--- config.mk ---
export PLATFORM = sky130hd
export DESIGN_NAME = wdt_top
export DESIGN_NICKNAME = d
export VERILOG_FILES = /design/src/common/wdt_pkg.sv /design/src/verilog/wdt_counter.sv /design/src/verilog/wdt_top.sv
export SDC_FILE = /design/constraint.sdc
export NUM_CORES = 1
export LEC_CHECK = 0
export ABC_AREA = 1
export BUFFER_PORTS_ARGS = -buffer_cell sky130_fd_sc_hd__buf_2
export CELL_PAD_IN_SITES_DETAIL_PLACEMENT = 1
export CELL_PAD_IN_SITES_GLOBAL_PLACEMENT = 1
export CORE_MARGIN = 1
export CORE_UTILIZATION = 30
export DETAILED_ROUTE_END_ITERATION = 10
export GPL_ROUTABILITY_DRIVEN = 0
export GPL_TIMING_DRIVEN = 0
export HOLD_SLACK_MARGIN = 0.12
export PLACE_DENSITY = 0.6
export REMOVE_ABC_BUFFERS = 1
export SYNTH_ARGS = -nofsm -noshare
export SYNTH_HDL_FRONTEND = slang
export SYNTH_SLANG_ARGS = --single-unit
--- constraint.sdc ---
create_clock -name pclk -period 4.9 [get_ports pclk]
set_input_delay 0.735 -clock pclk [delete_from_list [all_inputs] [get_ports pclk]]
set_output_delay 0.735 -clock pclk [all_outputs]
set_load 0.01 [all_outputs]
--- src/common/wdt_pkg.sv ---
// package: register map, field positions and reset values of the watchdog
package wdt_pkg;
  localparam int unsigned addr_w = 12;
  localparam logic [11:0] off_load = 12'h000;
  localparam logic [11:0] off_value = 12'h004;
  localparam logic [11:0] off_ctrl = 12'h008;
  localparam logic [11:0] off_lock = 12'h00c;
  localparam logic [11:0] off_ris = 12'h010;
  localparam logic [11:0] off_imask = 12'h014;
  localparam logic [11:0] off_mis = 12'h018;
  // control field positions
  localparam int unsigned ctl_cnt_en = 0;
  localparam int unsigned ctl_int_en = 1;
  localparam int unsigned ctl_rst_en = 2;
  localparam int unsigned ctl_stall = 3;
  // status field positions
  localparam int unsigned st_timeout = 0;
  localparam int unsigned st_sysrst = 1;
  localparam int unsigned n_events = 2;
  // writing this word to the lock register releases the lock; anything else engages it
  localparam logic [31:0] unlock_key = 32'h0000_a5a5;
  localparam logic [31:0] load_reset = 32'hffff_ffff;
  localparam logic [3:0] ctrl_reset = 4'h0;
  localparam logic [n_events-1:0] mask_reset = 2'h3;
  typedef enum logic [1:0] {
    st_idle = 2'b00,
    st_armed = 2'b01,
    st_warned = 2'b11,
    st_fired = 2'b10
  } wd_state_t;
endpackage

--- src/verilog/wdt_counter.sv ---
// 32-bit down counter with load, stall and zero detect
module wdt_counter #(
  parameter int unsigned width = 32
) (
  // clock and reset
  input wire logic pclk,
  input wire logic presetn,
  // control
  input wire logic run,
  input wire logic stall,
  input wire logic load,
  input wire logic [width-1:0] load_value,
  // status
  output logic [width-1:0] count,
  output logic zero_hit
);
  logic [width-1:0] count_q;
  logic [width-1:0] count_d;
  logic hit_d;

  // the zero flag ignores load, so the parent can feed it straight back as a reload
  assign hit_d = run && !stall && (count_q == '0);

  always_comb begin
    count_d = count_q;
    if (load) begin
      count_d = load_value;
    end else if (run && !stall && !hit_d) begin
      count_d = count_q - 1'b1;
    end
  end

  always_ff @(posedge pclk or negedge presetn) begin
    if (!presetn) begin
      count_q <= wdt_pkg::load_reset;
    end else begin
      count_q <= count_d;
    end
  end

  assign count = count_q;
  assign zero_hit = hit_d;
endmodule

--- src/verilog/wdt_top.sv ---
// watchdog timer with apb registers, lock, debug stall and two-stage expiry
// Contract
// - The timeout counter is a 32-bit down counter loaded from the load register.
// - The first zero of the enabled counter raises the timeout interrupt and reloads the count.
// - A second zero with the timeout still pending and reset enabled asserts system reset.
// - Clearing the pending timeout before the second zero reloads the counter and resumes.
// - Software can read back the programmed load value.
// - A load write while running goes into the counter at once.
// - Writing a load value of zero raises the timeout interrupt at once.
// - While locked, writes to load value and the enable bits are ignored.
// - Unlocking restores write access to the configuration registers.
// - Reset enable allows the second-timeout reset; when clear no reset is issued.
// - With stall enabled the counter freezes while the processor is debug-halted.
// - With stall disabled the counter keeps running through a debug halt.
// - Software can read whether the counter has been enabled.
// - Software can read the present count at any time.
//
// Local design decisions: the placing of the registers and the APB register port.
module wdt_top (
  // apb
  input wire logic pclk,
  input wire logic presetn,
  input wire logic psel,
  input wire logic penable,
  input wire logic pwrite,
  input wire logic [11:0] paddr,
  input wire logic [31:0] pwdata,
  output logic [31:0] prdata,
  output logic pready,
  output logic pslverr,
  // system
  input wire logic debug_halt,
  output logic irq,
  output logic sys_reset
);
  // configuration registers
  logic [31:0] load_q;
  logic [31:0] load_d;
  logic [3:0] ctrl_q;
  logic [3:0] ctrl_d;
  logic lock_q;
  logic lock_d;
  logic [wdt_pkg::n_events-1:0] mask_q;
  logic [wdt_pkg::n_events-1:0] mask_d;

  // status bits and expiry sequence
  logic [wdt_pkg::n_events-1:0] ris_q;
  logic [wdt_pkg::n_events-1:0] ris_d;
  logic [wdt_pkg::n_events-1:0] ris_set;
  logic [wdt_pkg::n_events-1:0] ris_clr;
  logic rst_q;
  logic rst_d;
  wdt_pkg::wd_state_t state_q;
  wdt_pkg::wd_state_t state_d;

  // bus side
  logic [31:0] rdata_q;
  logic [31:0] rdata_d;
  logic err_q;
  logic err_d;
  logic setup;
  logic wr;
  logic rd;
  logic mapped;
  logic load_wr;

  // counter side
  logic ld;
  logic [31:0] ld_value;
  logic cnt_run;
  logic cnt_stall;
  logic zero_hit;
  logic timeout_set;
  logic cleared;
  logic [31:0] count;

  // each transfer is decided in its setup cycle; pready is tied high, so the access
  // phase that follows always completes at the next edge
  assign setup = psel && !penable;
  assign wr = setup && pwrite;
  assign rd = setup && !pwrite;

  // address decode for the error flag; anything off the map answers with an error
  always_comb begin
    case (paddr)
      wdt_pkg::off_load,
      wdt_pkg::off_value,
      wdt_pkg::off_ctrl,
      wdt_pkg::off_lock,
      wdt_pkg::off_ris,
      wdt_pkg::off_imask,
      wdt_pkg::off_mis: begin
        mapped = 1'b1;
      end
      default: begin
        mapped = 1'b0;
      end
    endcase
  end

  // a load write that the lock lets through
  assign load_wr = wr && (paddr == wdt_pkg::off_load) && !lock_q;
  // a write of one to the pending timeout bit; only a set bit counts as a clear
  assign cleared = wr && (paddr == wdt_pkg::off_ris) && pwdata[wdt_pkg::st_timeout]
    && ris_q[wdt_pkg::st_timeout];

  // the counter reloads on a load write, on every zero and on a timeout clear; the load
  // write wins the value mux, so a new value goes in at once even on the zero cycle
  // limitation: with a load value of zero the count sits at zero and expires every cycle
  assign ld = load_wr || zero_hit || cleared;
  assign ld_value = load_wr ? pwdata : load_q;
  assign cnt_run = ctrl_q[wdt_pkg::ctl_cnt_en];
  // a debug halt only freezes the count while stall is enabled
  assign cnt_stall = ctrl_q[wdt_pkg::ctl_stall] && debug_halt;

  wdt_counter #(.width(32)) u_cnt (
    .pclk(pclk),
    .presetn(presetn),
    .run(cnt_run),
    .stall(cnt_stall),
    .load(ld),
    .load_value(ld_value),
    .count(count),
    .zero_hit(zero_hit)
  );

  // configuration writes take effect at the setup edge
  always_comb begin
    load_d = load_q;
    ctrl_d = ctrl_q;
    lock_d = lock_q;
    mask_d = mask_q;
    if (wr) begin
      case (paddr)
        wdt_pkg::off_load: begin
          if (!lock_q) begin
            load_d = pwdata;
          end
        end
        wdt_pkg::off_ctrl: begin
          if (!lock_q) begin
            // enabling the counter also enables the interrupt; neither can be turned off
            ctrl_d[wdt_pkg::ctl_cnt_en] = ctrl_q[wdt_pkg::ctl_cnt_en]
              | pwdata[wdt_pkg::ctl_cnt_en];
            ctrl_d[wdt_pkg::ctl_int_en] = ctrl_q[wdt_pkg::ctl_int_en]
              | pwdata[wdt_pkg::ctl_int_en] | pwdata[wdt_pkg::ctl_cnt_en];
            ctrl_d[wdt_pkg::ctl_rst_en] = pwdata[wdt_pkg::ctl_rst_en];
          end
          // stall is a debug convenience and stays writable under lock
          ctrl_d[wdt_pkg::ctl_stall] = pwdata[wdt_pkg::ctl_stall];
        end
        wdt_pkg::off_lock: begin
          // only the key opens the lock; any other word closes it again
          lock_d = (pwdata != wdt_pkg::unlock_key);
        end
        wdt_pkg::off_imask: begin
          mask_d = pwdata[wdt_pkg::n_events-1:0];
        end
        default: begin
          mask_d = mask_q;
        end
      endcase
    end
  end

  // the error flag is captured in the setup cycle and shown in the access phase
  always_comb begin
    err_d = err_q;
    if (setup) begin
      err_d = !mapped;
    end
  end

  // the first expiry and a zero load both raise the timeout
  assign timeout_set = (zero_hit && ctrl_q[wdt_pkg::ctl_int_en])
    || (load_wr && (pwdata == '0));

  // expiry sequence: armed until a timeout is pending, then a further zero fires reset if reset is enabled
  always_comb begin
    state_d = state_q;
    rst_d = rst_q;
    case (state_q)
      wdt_pkg::st_idle: begin
        if (ctrl_q[wdt_pkg::ctl_cnt_en]) begin
          state_d = wdt_pkg::st_armed;
        end
      end
      wdt_pkg::st_armed: begin
        if (ris_q[wdt_pkg::st_timeout] && !cleared) begin
          state_d = wdt_pkg::st_warned;
        end
      end
      wdt_pkg::st_warned: begin
        if (cleared) begin
          state_d = wdt_pkg::st_armed;
        end else if (zero_hit && ctrl_q[wdt_pkg::ctl_rst_en]) begin
          state_d = wdt_pkg::st_fired;
          rst_d = 1'b1;
        end
      end
      wdt_pkg::st_fired: begin
        // only presetn leaves this state, so software cannot cancel a reset once issued
        rst_d = 1'b1;
      end
      default: begin
        state_d = wdt_pkg::st_idle;
      end
    endcase
  end

  // status events and write-one-to-clear requests, one bit per event
  always_comb begin
    ris_set = '0;
    ris_clr = '0;
    ris_set[wdt_pkg::st_timeout] = timeout_set;
    ris_set[wdt_pkg::st_sysrst] = rst_d && !rst_q;
    if (wr && (paddr == wdt_pkg::off_ris)) begin
      ris_clr = pwdata[wdt_pkg::n_events-1:0];
    end
  end

  // sticky status bits: a set in the same cycle as a clear wins, so no event is lost
  for (genvar i = 0; i < wdt_pkg::n_events; i++) begin : g_status
    assign ris_d[i] = ris_set[i] | (ris_q[i] & ~ris_clr[i]);
  end

  // read mux; all reads stay open regardless of lock, and data holds until the next read
  always_comb begin
    rdata_d = rdata_q;
    if (rd) begin
      rdata_d = '0;
      case (paddr)
        wdt_pkg::off_load: rdata_d = load_q;
        wdt_pkg::off_value: rdata_d = count;
        wdt_pkg::off_ctrl: rdata_d[3:0] = ctrl_q;
        wdt_pkg::off_lock: rdata_d[0] = lock_q;
        wdt_pkg::off_ris: rdata_d[wdt_pkg::n_events-1:0] = ris_q;
        wdt_pkg::off_imask: rdata_d[wdt_pkg::n_events-1:0] = mask_q;
        wdt_pkg::off_mis: rdata_d[wdt_pkg::n_events-1:0] = ris_q & mask_q;
        default: rdata_d = '0;
      endcase
    end
  end

  // configuration group
  always_ff @(posedge pclk or negedge presetn) begin
    if (!presetn) begin
      load_q <= wdt_pkg::load_reset;
      ctrl_q <= wdt_pkg::ctrl_reset;
      lock_q <= 1'b0;
      mask_q <= wdt_pkg::mask_reset;
    end else begin
      load_q <= load_d;
      ctrl_q <= ctrl_d;
      lock_q <= lock_d;
      mask_q <= mask_d;
    end
  end

  // status and expiry group
  always_ff @(posedge pclk or negedge presetn) begin
    if (!presetn) begin
      ris_q <= '0;
      rst_q <= 1'b0;
      state_q <= wdt_pkg::st_idle;
    end else begin
      ris_q <= ris_d;
      rst_q <= rst_d;
      state_q <= state_d;
    end
  end

  // bus group
  always_ff @(posedge pclk or negedge presetn) begin
    if (!presetn) begin
      rdata_q <= '0;
      err_q <= 1'b0;
    end else begin
      rdata_q <= rdata_d;
      err_q <= err_d;
    end
  end

  // the reset output latches until system reset; software cannot cancel it
  assign sys_reset = rst_q;
  // level interrupt: high while any unmasked status bit is set
  assign irq = |(ris_q & mask_q);
  // zero wait states: every access phase is the last one
  assign pready = 1'b1;
  assign prdata = rdata_q;
  assign pslverr = psel && penable && err_q;
endmodule

==> impl_metrics.json, run 1 <==
{
  "status": "finished clean",
  "drt_wl_total_mm": 22.1,
  "ant_nets": 0,
  "worstSetupPathType": "in2reg",
  "synthMuxAreaShare_pct": 0.310,
  "yosysSeqAreaShare_pct": 40.9,
  "ir_drop_mv": 0.187,
  "yosys_warnings": 0,
  "drc": 0,
  "slew_headroom_pct": 19.6,
  "antenna_cells": 0,
  "antenna_found_initial": 0,
  "area_growth_pct": 13.3,
  "p_per_area_nw_per_um2": 277,
  "period_minus_slack_ns": 3.32,
  "fill_cells": 2865,
  "dp_cells": 1338,
  "cts_sinks": 109,
  "postCtsHoldBufs": 0,
  "wl_per_cell_um": 16.3,
  "dieArea_um2": 23500,
  "fp-row-count": 54,
  "p_leak_nw": 4.09,
  "drv_slew": 0,
  "hold_path.class": "in2async",
  "place_ws_ns": 1.15,
  "critical_path.cell_chain": "buf_2 > nor2_1 > nand2_1 > nor2_4 > nand2_4 > inv_2 > nand2_4 > nand3_4 > inv_4 > nand2_1 > nand2_1",
  "drtPass1Iterations": 4,
  "fin_ws_ns": 1.58,
  "rsz0062_at_grt": "false",
  "finish.utilization_pct": 35.1,
  "fin_cells": 1354,
  "fin_nets": 1125,
  "synth_area_leaders": "dfstp_2, nand2_1, dfrtp_1",
  "cts_resized": 0,
  "synthSimpleGateAreaFrac_pct": 37.5,
  "final.period_utilization_pct": 67.7,
  "post_cts_buffers": 0,
  "reg2reg_from": "u_cnt.count[0]",
  "io_buffers": 84,
  "cp-start-kind": "input pin",
  "synth-compound-area-share_pct": 7.69,
  "core_region_area_um2": 22200,
  "crit_path_end_kind": "register",
  "htree_levels": 3,
  "synth_flop_cell": "dfstp_2",
  "viasPerCell": 4.66,
  "ys_async_sr_fraction_pct": 100,
  "clk_pin_slew_ns": 0.08,
  "hpwlAfterDp_mm": 16.2,
  "grt_max_degree": 77,
  "grt_use_total_pct": 19.7,
  "synth_xor_area_share_pct": 1.91,
  "clock.fmax_ghz": 0.301,
  "grt_pass1_vias": 6558,
  "clk_path_buf_depth": 2,
  "crit_top_cell": "nand2_1",
  "synth_top_family_by_area": "simple AND/OR/NAND/NOR gates",
  "cts_buffers": 9,
  "cp_slowest_stage_delay_ns": 0.71,
  "cp.required_ns": 5.20,
  "place_area_um2": 7490,
  "mappedNetlistArea_um2": 6870,
  "fin_area_um2": 7780,
  "cp_max_fo": 76,
  "synth.top_cell.area_share_pct": 25.2,
  "layout-drive-gt1-share_pct": 19.2,
  "mostFrequentLayoutCell": "nand2_1",
  "die_w_um": 153,
  "maxCapViolCount": 0,
  "crit_arrival_ns": 3.62,
  "root_buffer": "clkbuf_16",
  "num_vias": 6305,
  "mostFrequentLayoutCells": "nand2_1, inv_1, nor2_1",
  "setup_viol": 0,
  "synth_edf_count": 0,
  "finalClockSkew_ns": 0.00784,
  "start_util_pct": 31.0,
  "die_h_um": 153,
  "clk_latency_ns": 0.36,
  "overflow": 0,
  "synth_fa_ha_area_share_pct": 1.09,
  "synth_top_area_cell": "dfstp_2",
  "ys_ff_latch": 109,
  "cts_tree": "built",
  "slowest_stage": "nand2_4",
  "tns_ns": 0,
  "hold_viol": 0,
  "grt_pass1_wl_mm": 36.3,
  "drt_iter0_drc": 225,
  "io_pins": 86,
  "syn_area_per_cell_um2": 6.84,
  "syn_inst": 1004,
  "worst_slew_pin_slew_ns": 1.20,
  "crit_path_start": "paddr[4]",
  "synth_cell_types": 41
}
-- state kept, by name, summed over array words and instances, names as in the netlist --
register / flops
lock_q: 1
mask_q: 2
prdata: 32
ris_q: 2
sys_reset: 1
load_q: 32
u_cnt.count: 32
err_q: 1
ctrl_q: 4
state_q: 2
-- routing by layer --
metal	routed length [um]	up-vias	track usage [%]
li1	-	3224	-
met1	11200	3010	27.4
met2	10300	62	32.9
met3	438	9	2.35
met4	169	0	3.75
met5	0	-	0
-- final cells by class --
| class | instances | area (um2) | share of cell area (%) |
|---|---|---|---|
| well taps | 280 | 350 | 4.50 |
| repair buffers | 85 | 454 | 5.84 |
| clock buffers | 11 | 233 | 2.99 |
| inverters | 140 | 528 | 6.78 |
| flip-flops and latches | 109 | 2810 | 36.1 |
| clock inverters | 5 | 60.1 | 0.772 |
| multi-input cells | 724 | 3350 | 43.0 |
-- path summary, 6_finish.rpt --
check                                        to  slack [ns]  cells after the start
min in group pclk                    prdata[23]        0.47                      2
worst min register to register       prdata[23]        0.47                      2
worst max-delay path            u_cnt.count[24]        1.58                     11
worst max register to register  u_cnt.count[21]        2.26                     11
max in group asynchronous       u_cnt.count[28]        3.83                      2
worst min-delay path                 prdata[14]        0.32                      1
-- critical path, delay by kind of cell --
family | cells | cell delay (ns)
buffers and inverters | 3 | 0.80
and+or+nand+nor | 8 | 1.99
-- through the flow --
stage	hold WS, ns	power, mW
finish	0.317	2.16
global placement	0.457	1.40
floorplan	0.439	1.27
global route	0.350	2.29
CTS	0.336	2.20
detailed placement	0.460	1.42
-- where the power goes --
part	total (mW)	switching (mW)	internal (mW)
clock	0.762	0.362	0.400
combinational	0.378	0.243	0.134
sequential	1.02	0.0556	0.963
-- cells by family after synthesis --
kind of cell / count (synthesis)
AO/OA/AOI/OAI: 87
XOR/XNOR: 15
adder cells (fa/ha/maj): 6
buffers and inverters: 171
flip-flops: 109
other: 1
multiplexers: 2
AND/OR/NAND/NOR: 613
-- Yosys cell counts (2+ instances only) --
cell type	instances
nor3_1	8
buf_4	5
nand3b_1	2
o22ai_1	17
nand3_4	2
o21ai_2	15
o21ai_0	35
a21oi_1	5
clkbuf_1	13
nor2_2	5
nand2_2	5
inv_1	136
nor2_1	99
nor4_1	4
xor2_1	15
nor2_4	4
o21ai_1	10
buf_2	6
ha_1	6
nand4_1	19
dfrtp_1	43
buf_6	7
nand2_1	399
nand3_1	61
dfstp_2	66
inv_2	2
Note: power is estimated with default switching activity, not from simulation.
==> run 2: changes to the inputs <==
==> constraint.sdc (replaced) <==
create_clock -name pclk -period 3.3 [get_ports pclk]
set_input_delay 0.495 -clock pclk [delete_from_list [all_inputs] [get_ports pclk]]
set_output_delay 0.495 -clock pclk [all_outputs]
set_load 0.01 [all_outputs]
==> run 2 against run 1 <==
Clock power up 48%. Via count increased by 0.63%. Sequential cell count stayed put. Cell area up 0.29%. Critical endpoint is now u_cnt.count[15]. Largest power group unchanged.
==> impl_metrics.json, run 2 (synthesized netlist as in run 1, its figures left out) <==
{
  "num_vias": 6345,
  "fp-row-count": 54,
  "io_pins": 86,
  "r2r_slack_ns": 0.68,
  "grt-busiest-layer": "met2",
  "mostFrequentLayoutCell": "nand2_1",
  "critical_path.cell_chain": "buf_2 > nor2_1 > nand2_1 > nor2_4 > nand2_4 > inv_2 > nand2_8 > nand3_4 > inv_4 > nand2_1 > nand2_1",
  "clk_latency_ns": 0.36,
  "p_per_area_nw_per_um2": 411,
  "antenna_cells": 0,
  "crit_arrival_ns": 3.09,
  "met3_usage_pct": 2.35,
  "register_area_um2": 2810,
  "clock.fmax_ghz": 0.358,
  "clk_path_buf_depth": 2,
  "final.period_utilization_pct": 84.8,
  "grt_use_total_pct": 19.7,
  "layout-drive-gt1-share_pct": 19.3,
  "grtUsageMet2_pct": 33.0,
  "crit_path_end_kind": "register",
  "ir_drop_mv": 0.277,
  "setup_viol": 0,
  "root_buffer": "clkbuf_16",
  "overflow": 0,
  "worst_slew_pin_slew_ns": 1.17,
  "status": "finished clean",
  "cp_max_fo": 76,
  "die_h_um": 153,
  "clk_pin_slew_ns": 0.08,
  "crit_top_cell": "nand2_1",
  "grt_max_degree": 77,
  "maxCapViolCount": 0,
  "drv_slew": 0,
  "slowest_stage": "nand3_4",
  "cts_buffers": 9,
  "slew_headroom_pct": 21.6,
  "grt_pass1_wl_mm": 36.3,
  "met1_usage_pct": 27.4,
  "io_buffers": 84,
  "path_buf_inv": 3,
  "worstSetupPathType": "in2reg",
  "core_region_area_um2": 22200,
  "wl_per_cell_um": 16.2,
  "mostFrequentLayoutCells": "nand2_1, inv_1, nor2_1",
  "area_growth_pct": 13.6,
  "drt_wl_total_mm": 22.0,
  "start_util_pct": 31.0,
  "rsz0062_at_grt": "false",
  "drc": 0,
  "cts_sinks": 109,
  "period_minus_slack_ns": 2.80,
  "antenna_found_initial": 0,
  "drtPass1Iterations": 5,
  "hpwlAfterDp_mm": 16.2,
  "ant_nets": 0,
  "dieArea_um2": 23500,
  "cts_tree": "built",
  "fin_nets": 1126,
  "cp.required_ns": 3.59,
  "whs_ns": 0.372,
  "fin_ws_ns": 0.503,
  "hold_path.class": "in2reg",
  "hold_viol": 0,
  "viasPerCell": 4.68,
  "place_ws_ns": -0.213,
  "drt_iter0_drc": 235,
  "p_leak_nw": 4.08,
  "cp_slowest_stage_delay_ns": 0.58,
  "finalClockSkew_ns": 0.00734,
  "htree_levels": 3,
  "multi_input_area_um2": 3360,
  "grt_pass1_vias": 6570,
  "path_delay_family": "simple AND/OR/NAND/NOR gates",
  "die_w_um": 153,
  "fill_cells": 2862,
  "cp-start-kind": "input pin"
}
-- run 2: layout make-up --
cell class | instances | share of cell area [%]
multi-input cells | 724 | 43.0
well taps | 280 | 4.49
clock buffers | 11 | 2.98
clock inverters | 5 | 0.769
repair buffers | 86 | 5.95
inverters | 140 | 6.81
flip-flops and latches | 109 | 36.0
-- run 2: timing repair --
item,CTS,global route
setup buffers,0,0
hold endpoints to repair,12,0
hold buffers,1,0
setup endpoints to repair,0,29
gates resized for setup,0,2
-- run 2: path summary, 6_finish.rpt --
kind,to,depth (start not counted),from
max,u_cnt.count[15],11,paddr[7]
min,load_q[25],3,pwdata[25]
max reg2reg,u_cnt.count[21],11,u_cnt.count[0]
min reg2reg,prdata[23],2,prdata[23]
max in group asynchronous,u_cnt.count[28],3,presetn
min in group asynchronous,prdata[14],2,presetn
-- run 2: where the power goes --
group | total, mW | internal, mW | switching [mW]
Sequential | 1.51 | 1.43 | 0.0837
Combinational | 0.563 | 0.200 | 0.362
Clock | 1.13 | 0.594 | 0.541
Total | 3.21 | 2.22 | 0.987
-- run 2: tightest hold or removal path: stages --
cell     delay, ns
buf_2         0.11
nand2_1       0.06
nand2_1       0.06
-- run 2: through the flow --
stage | total power, mW | util, % | setup TNS (ns) | cell area (um2) | instances
6_report | 3.21 | 35.2 | 0 | 7810 | 1355
5_1_grt | 3.40 | 35.2 | 0 | 7810 | 1355
4_1_cts | 3.27 | 35.2 | 0 | 7790 | 1355
3_5_place_dp | 2.11 | 33.8 | -5.88 | 7490 | 1338
3_3_place_gp | 2.08 | 33.6 | -87.31 | 7440 | 1337
2_1_floorplan | 1.89 | - | 0 | 6670 | 973
-- run 2: routing by layer --
metal	vias up	wire length, um
li1	3232	-
met1	3031	11100
met2	72	10200
met3	10	483
met4	0	176
met5	-	0
==> run 3: changes to the inputs <==
==> constraint.sdc (replaced) <==
create_clock -name pclk -period 2.8 [get_ports pclk]
set_input_delay 0.42 -clock pclk [delete_from_list [all_inputs] [get_ports pclk]]
set_output_delay 0.42 -clock pclk [all_outputs]
set_load 0.01 [all_outputs]
==> run 3 against run 2 <==
Via count rose by 0.39%. Worst hold slack got worse by 0.075 ns. Sequential power rose by 18%. Critical endpoint is now u_cnt.count[19]. Wire length rose by 2.0%. Worst setup slack got worse by 0.25 ns. Cell area rose by 0.48%. Count of clock-buffer cells in the layout did not move. Combinational power rose by 18%.
==> impl_metrics.json, run 3 (synthesized netlist as in run 1, its figures left out) <==
{
  "status": "finished clean",
  "dp_cells": 1338,
  "place_ws_ns": -0.638,
  "sequentialPowerShare_pct": 47.2,
  "antenna_cells": 0,
  "antenna_found_initial": 0,
  "mostFrequentLayoutCells": "nand2_1, inv_1, nor2_1",
  "clk_pin_slew_ns": 0.07,
  "dieArea_um2": 23500,
  "layout-drive-gt1-share_pct": 19.5,
  "finalClockSkew_ns": 0.00706,
  "ant_nets": 0,
  "crit_arrival_ns": 2.85,
  "cp-start-kind": "input pin",
  "tns_ns": 0,
  "pwr-share-comb_pct": 17.5,
  "io_buffers": 84,
  "grt_pass1_wl_mm": 36.3,
  "crit_path_end_kind": "register",
  "worstSetupPathType": "in2reg",
  "cts_tree": "built",
  "whs_ns": 0.297,
  "hpwlAfterDp_mm": 16.2,
  "rsz0062_at_grt": "false",
  "drc": 0,
  "htree_levels": 3,
  "core_region_area_um2": 22200,
  "slowest_stage": "nand3_2",
  "hold_path.class": "in2reg",
  "p_leak_nw": 4.09,
  "start_util_pct": 31.0,
  "fin_cells": 1357,
  "area_growth_pct": 14.2,
  "ir_drop_mv": 0.327,
  "fp-row-count": 54,
  "period_minus_slack_ns": 2.55,
  "fin_ws_ns": 0.252,
  "die_w_um": 153,
  "p_int_mw": 2.62,
  "clkPwrFrac_pct": 35.3,
  "drt_iter0_drc": 237,
  "p_per_area_nw_per_um2": 482,
  "mostFrequentLayoutCell": "nand2_1",
  "viasPerCell": 4.69,
  "clk_path_buf_depth": 2,
  "cts_buffers": 9,
  "maxCapViolCount": 0,
  "critical_path.cell_chain": "buf_2 > inv_1 > nand2_1 > nor2_8 > inv_2 > nor2_1 > nand4_2 > nand3_2 > nand3_1 > nand2_1",
  "overflow": 0,
  "io_pins": 86,
  "crit_top_cell": "nand2_1",
  "setup_viol": 0,
  "clock.fmax_ghz": 0.392,
  "die_h_um": 153,
  "cts_sinks": 109,
  "fin_nets": 1128,
  "cp_max_fo": 23,
  "grt_max_degree": 77,
  "path_buf_inv": 3,
  "drv_slew": 0,
  "num_vias": 6370,
  "p_sw_mw": 1.16,
  "grt_pass1_vias": 6570,
  "fill_cells": 2855,
  "grt_use_total_pct": 19.7,
  "hold_viol": 0,
  "worst_slew_pin_slew_ns": 0.893,
  "path_delay_family": "simple AND/OR/NAND/NOR gates",
  "drtPass1Iterations": 4,
  "slew_headroom_pct": 40.3,
  "finish.utilization_pct": 35.4,
  "final.period_utilization_pct": 91.0,
  "clk_latency_ns": 0.36,
  "wl_per_cell_um": 16.5,
  "switching_share_pct": 30.6,
  "cp_slowest_stage_delay_ns": 0.78,
  "cp.required_ns": 3.10,
  "drt_wl_total_mm": 22.4,
  "root_buffer": "clkbuf_16"
}
run 3: layer usage:
| metal | part of all wire (%) | GRT usage (%) | up-vias |
|---|---|---|---|
| li1 | - | - | 3236 |
| met2 | 46 | 33.0 | 80 |
| met5 | 0 | 0 | - |
| met4 | 0.76 | 3.75 | 0 |
| met3 | 3.1 | 2.35 | 9 |
| met1 | 50 | 27.4 | 3045 |
run 3: final timing paths:
| kind | start | to | slack (ns) | cells past startpoint |
|---|---|---|---|---|
| worst min-delay path | pwdata[25] | load_q[25] | 0.30 | 3 |
| worst min register to register | prdata[23] | prdata[23] | 0.47 | 2 |
| max in group asynchronous | presetn | u_cnt.count[28] | 1.46 | 3 |
| min in group asynchronous | presetn | prdata[14] | 0.57 | 2 |
| worst max register to register | u_cnt.count[0] | u_cnt.count[21] | 0.32 | 12 |
| worst max-delay path | paddr[10] | u_cnt.count[19] | 0.25 | 10 |
run 3: tightest hold or removal path: stages:
cell and delay (ns):
buf_2 0.11, nand2_1 0.06, nand2_1 0.06
run 3: power groups by stage:
stage / combinational [mW] / sequential (mW) / clock (mW)
after CTS: 0.676 / 1.78 / 1.40
after floorplan: 0.455 / 1.77 / 0
final: 0.662 / 1.78 / 1.33
after global placement: 0.649 / 1.81 / 0
after detailed placement: 0.668 / 1.81 / 0
after global routing: 0.782 / 1.80 / 1.43
run 3: cell type report:
cell class / instances / area [um2] / share of cell area, %
clock buffer: 11 / 233 / 2.97
clock inverter: 5 / 60.1 / 0.766
inverter: 140 / 529 / 6.75
multi-input combinational: 725 / 3380 / 43.1
sequential: 109 / 2810 / 35.8
tap: 280 / 350 / 4.47
timing repair buffer: 87 / 484 / 6.17
run 3: timing repair:
action | in CTS | in global routing
gates cloned | 0 | 1
endpoints found under the setup margin | 62 | 33
buffers inserted | 0 | 1
gates resized for setup | 2 | 2
pin swaps | 0 | 1
hold endpoints to repair | 19 | 0
hold buffers | 1 | 0
run 3: per-stage QoR:
stage               total power [mW]  area [um2]
finish                          3.78        7840
global route                    4.01        7840
CTS                             3.86        7800
detailed placement              2.48        7490
global placement                2.46        7440
floorplan                       2.23        6670
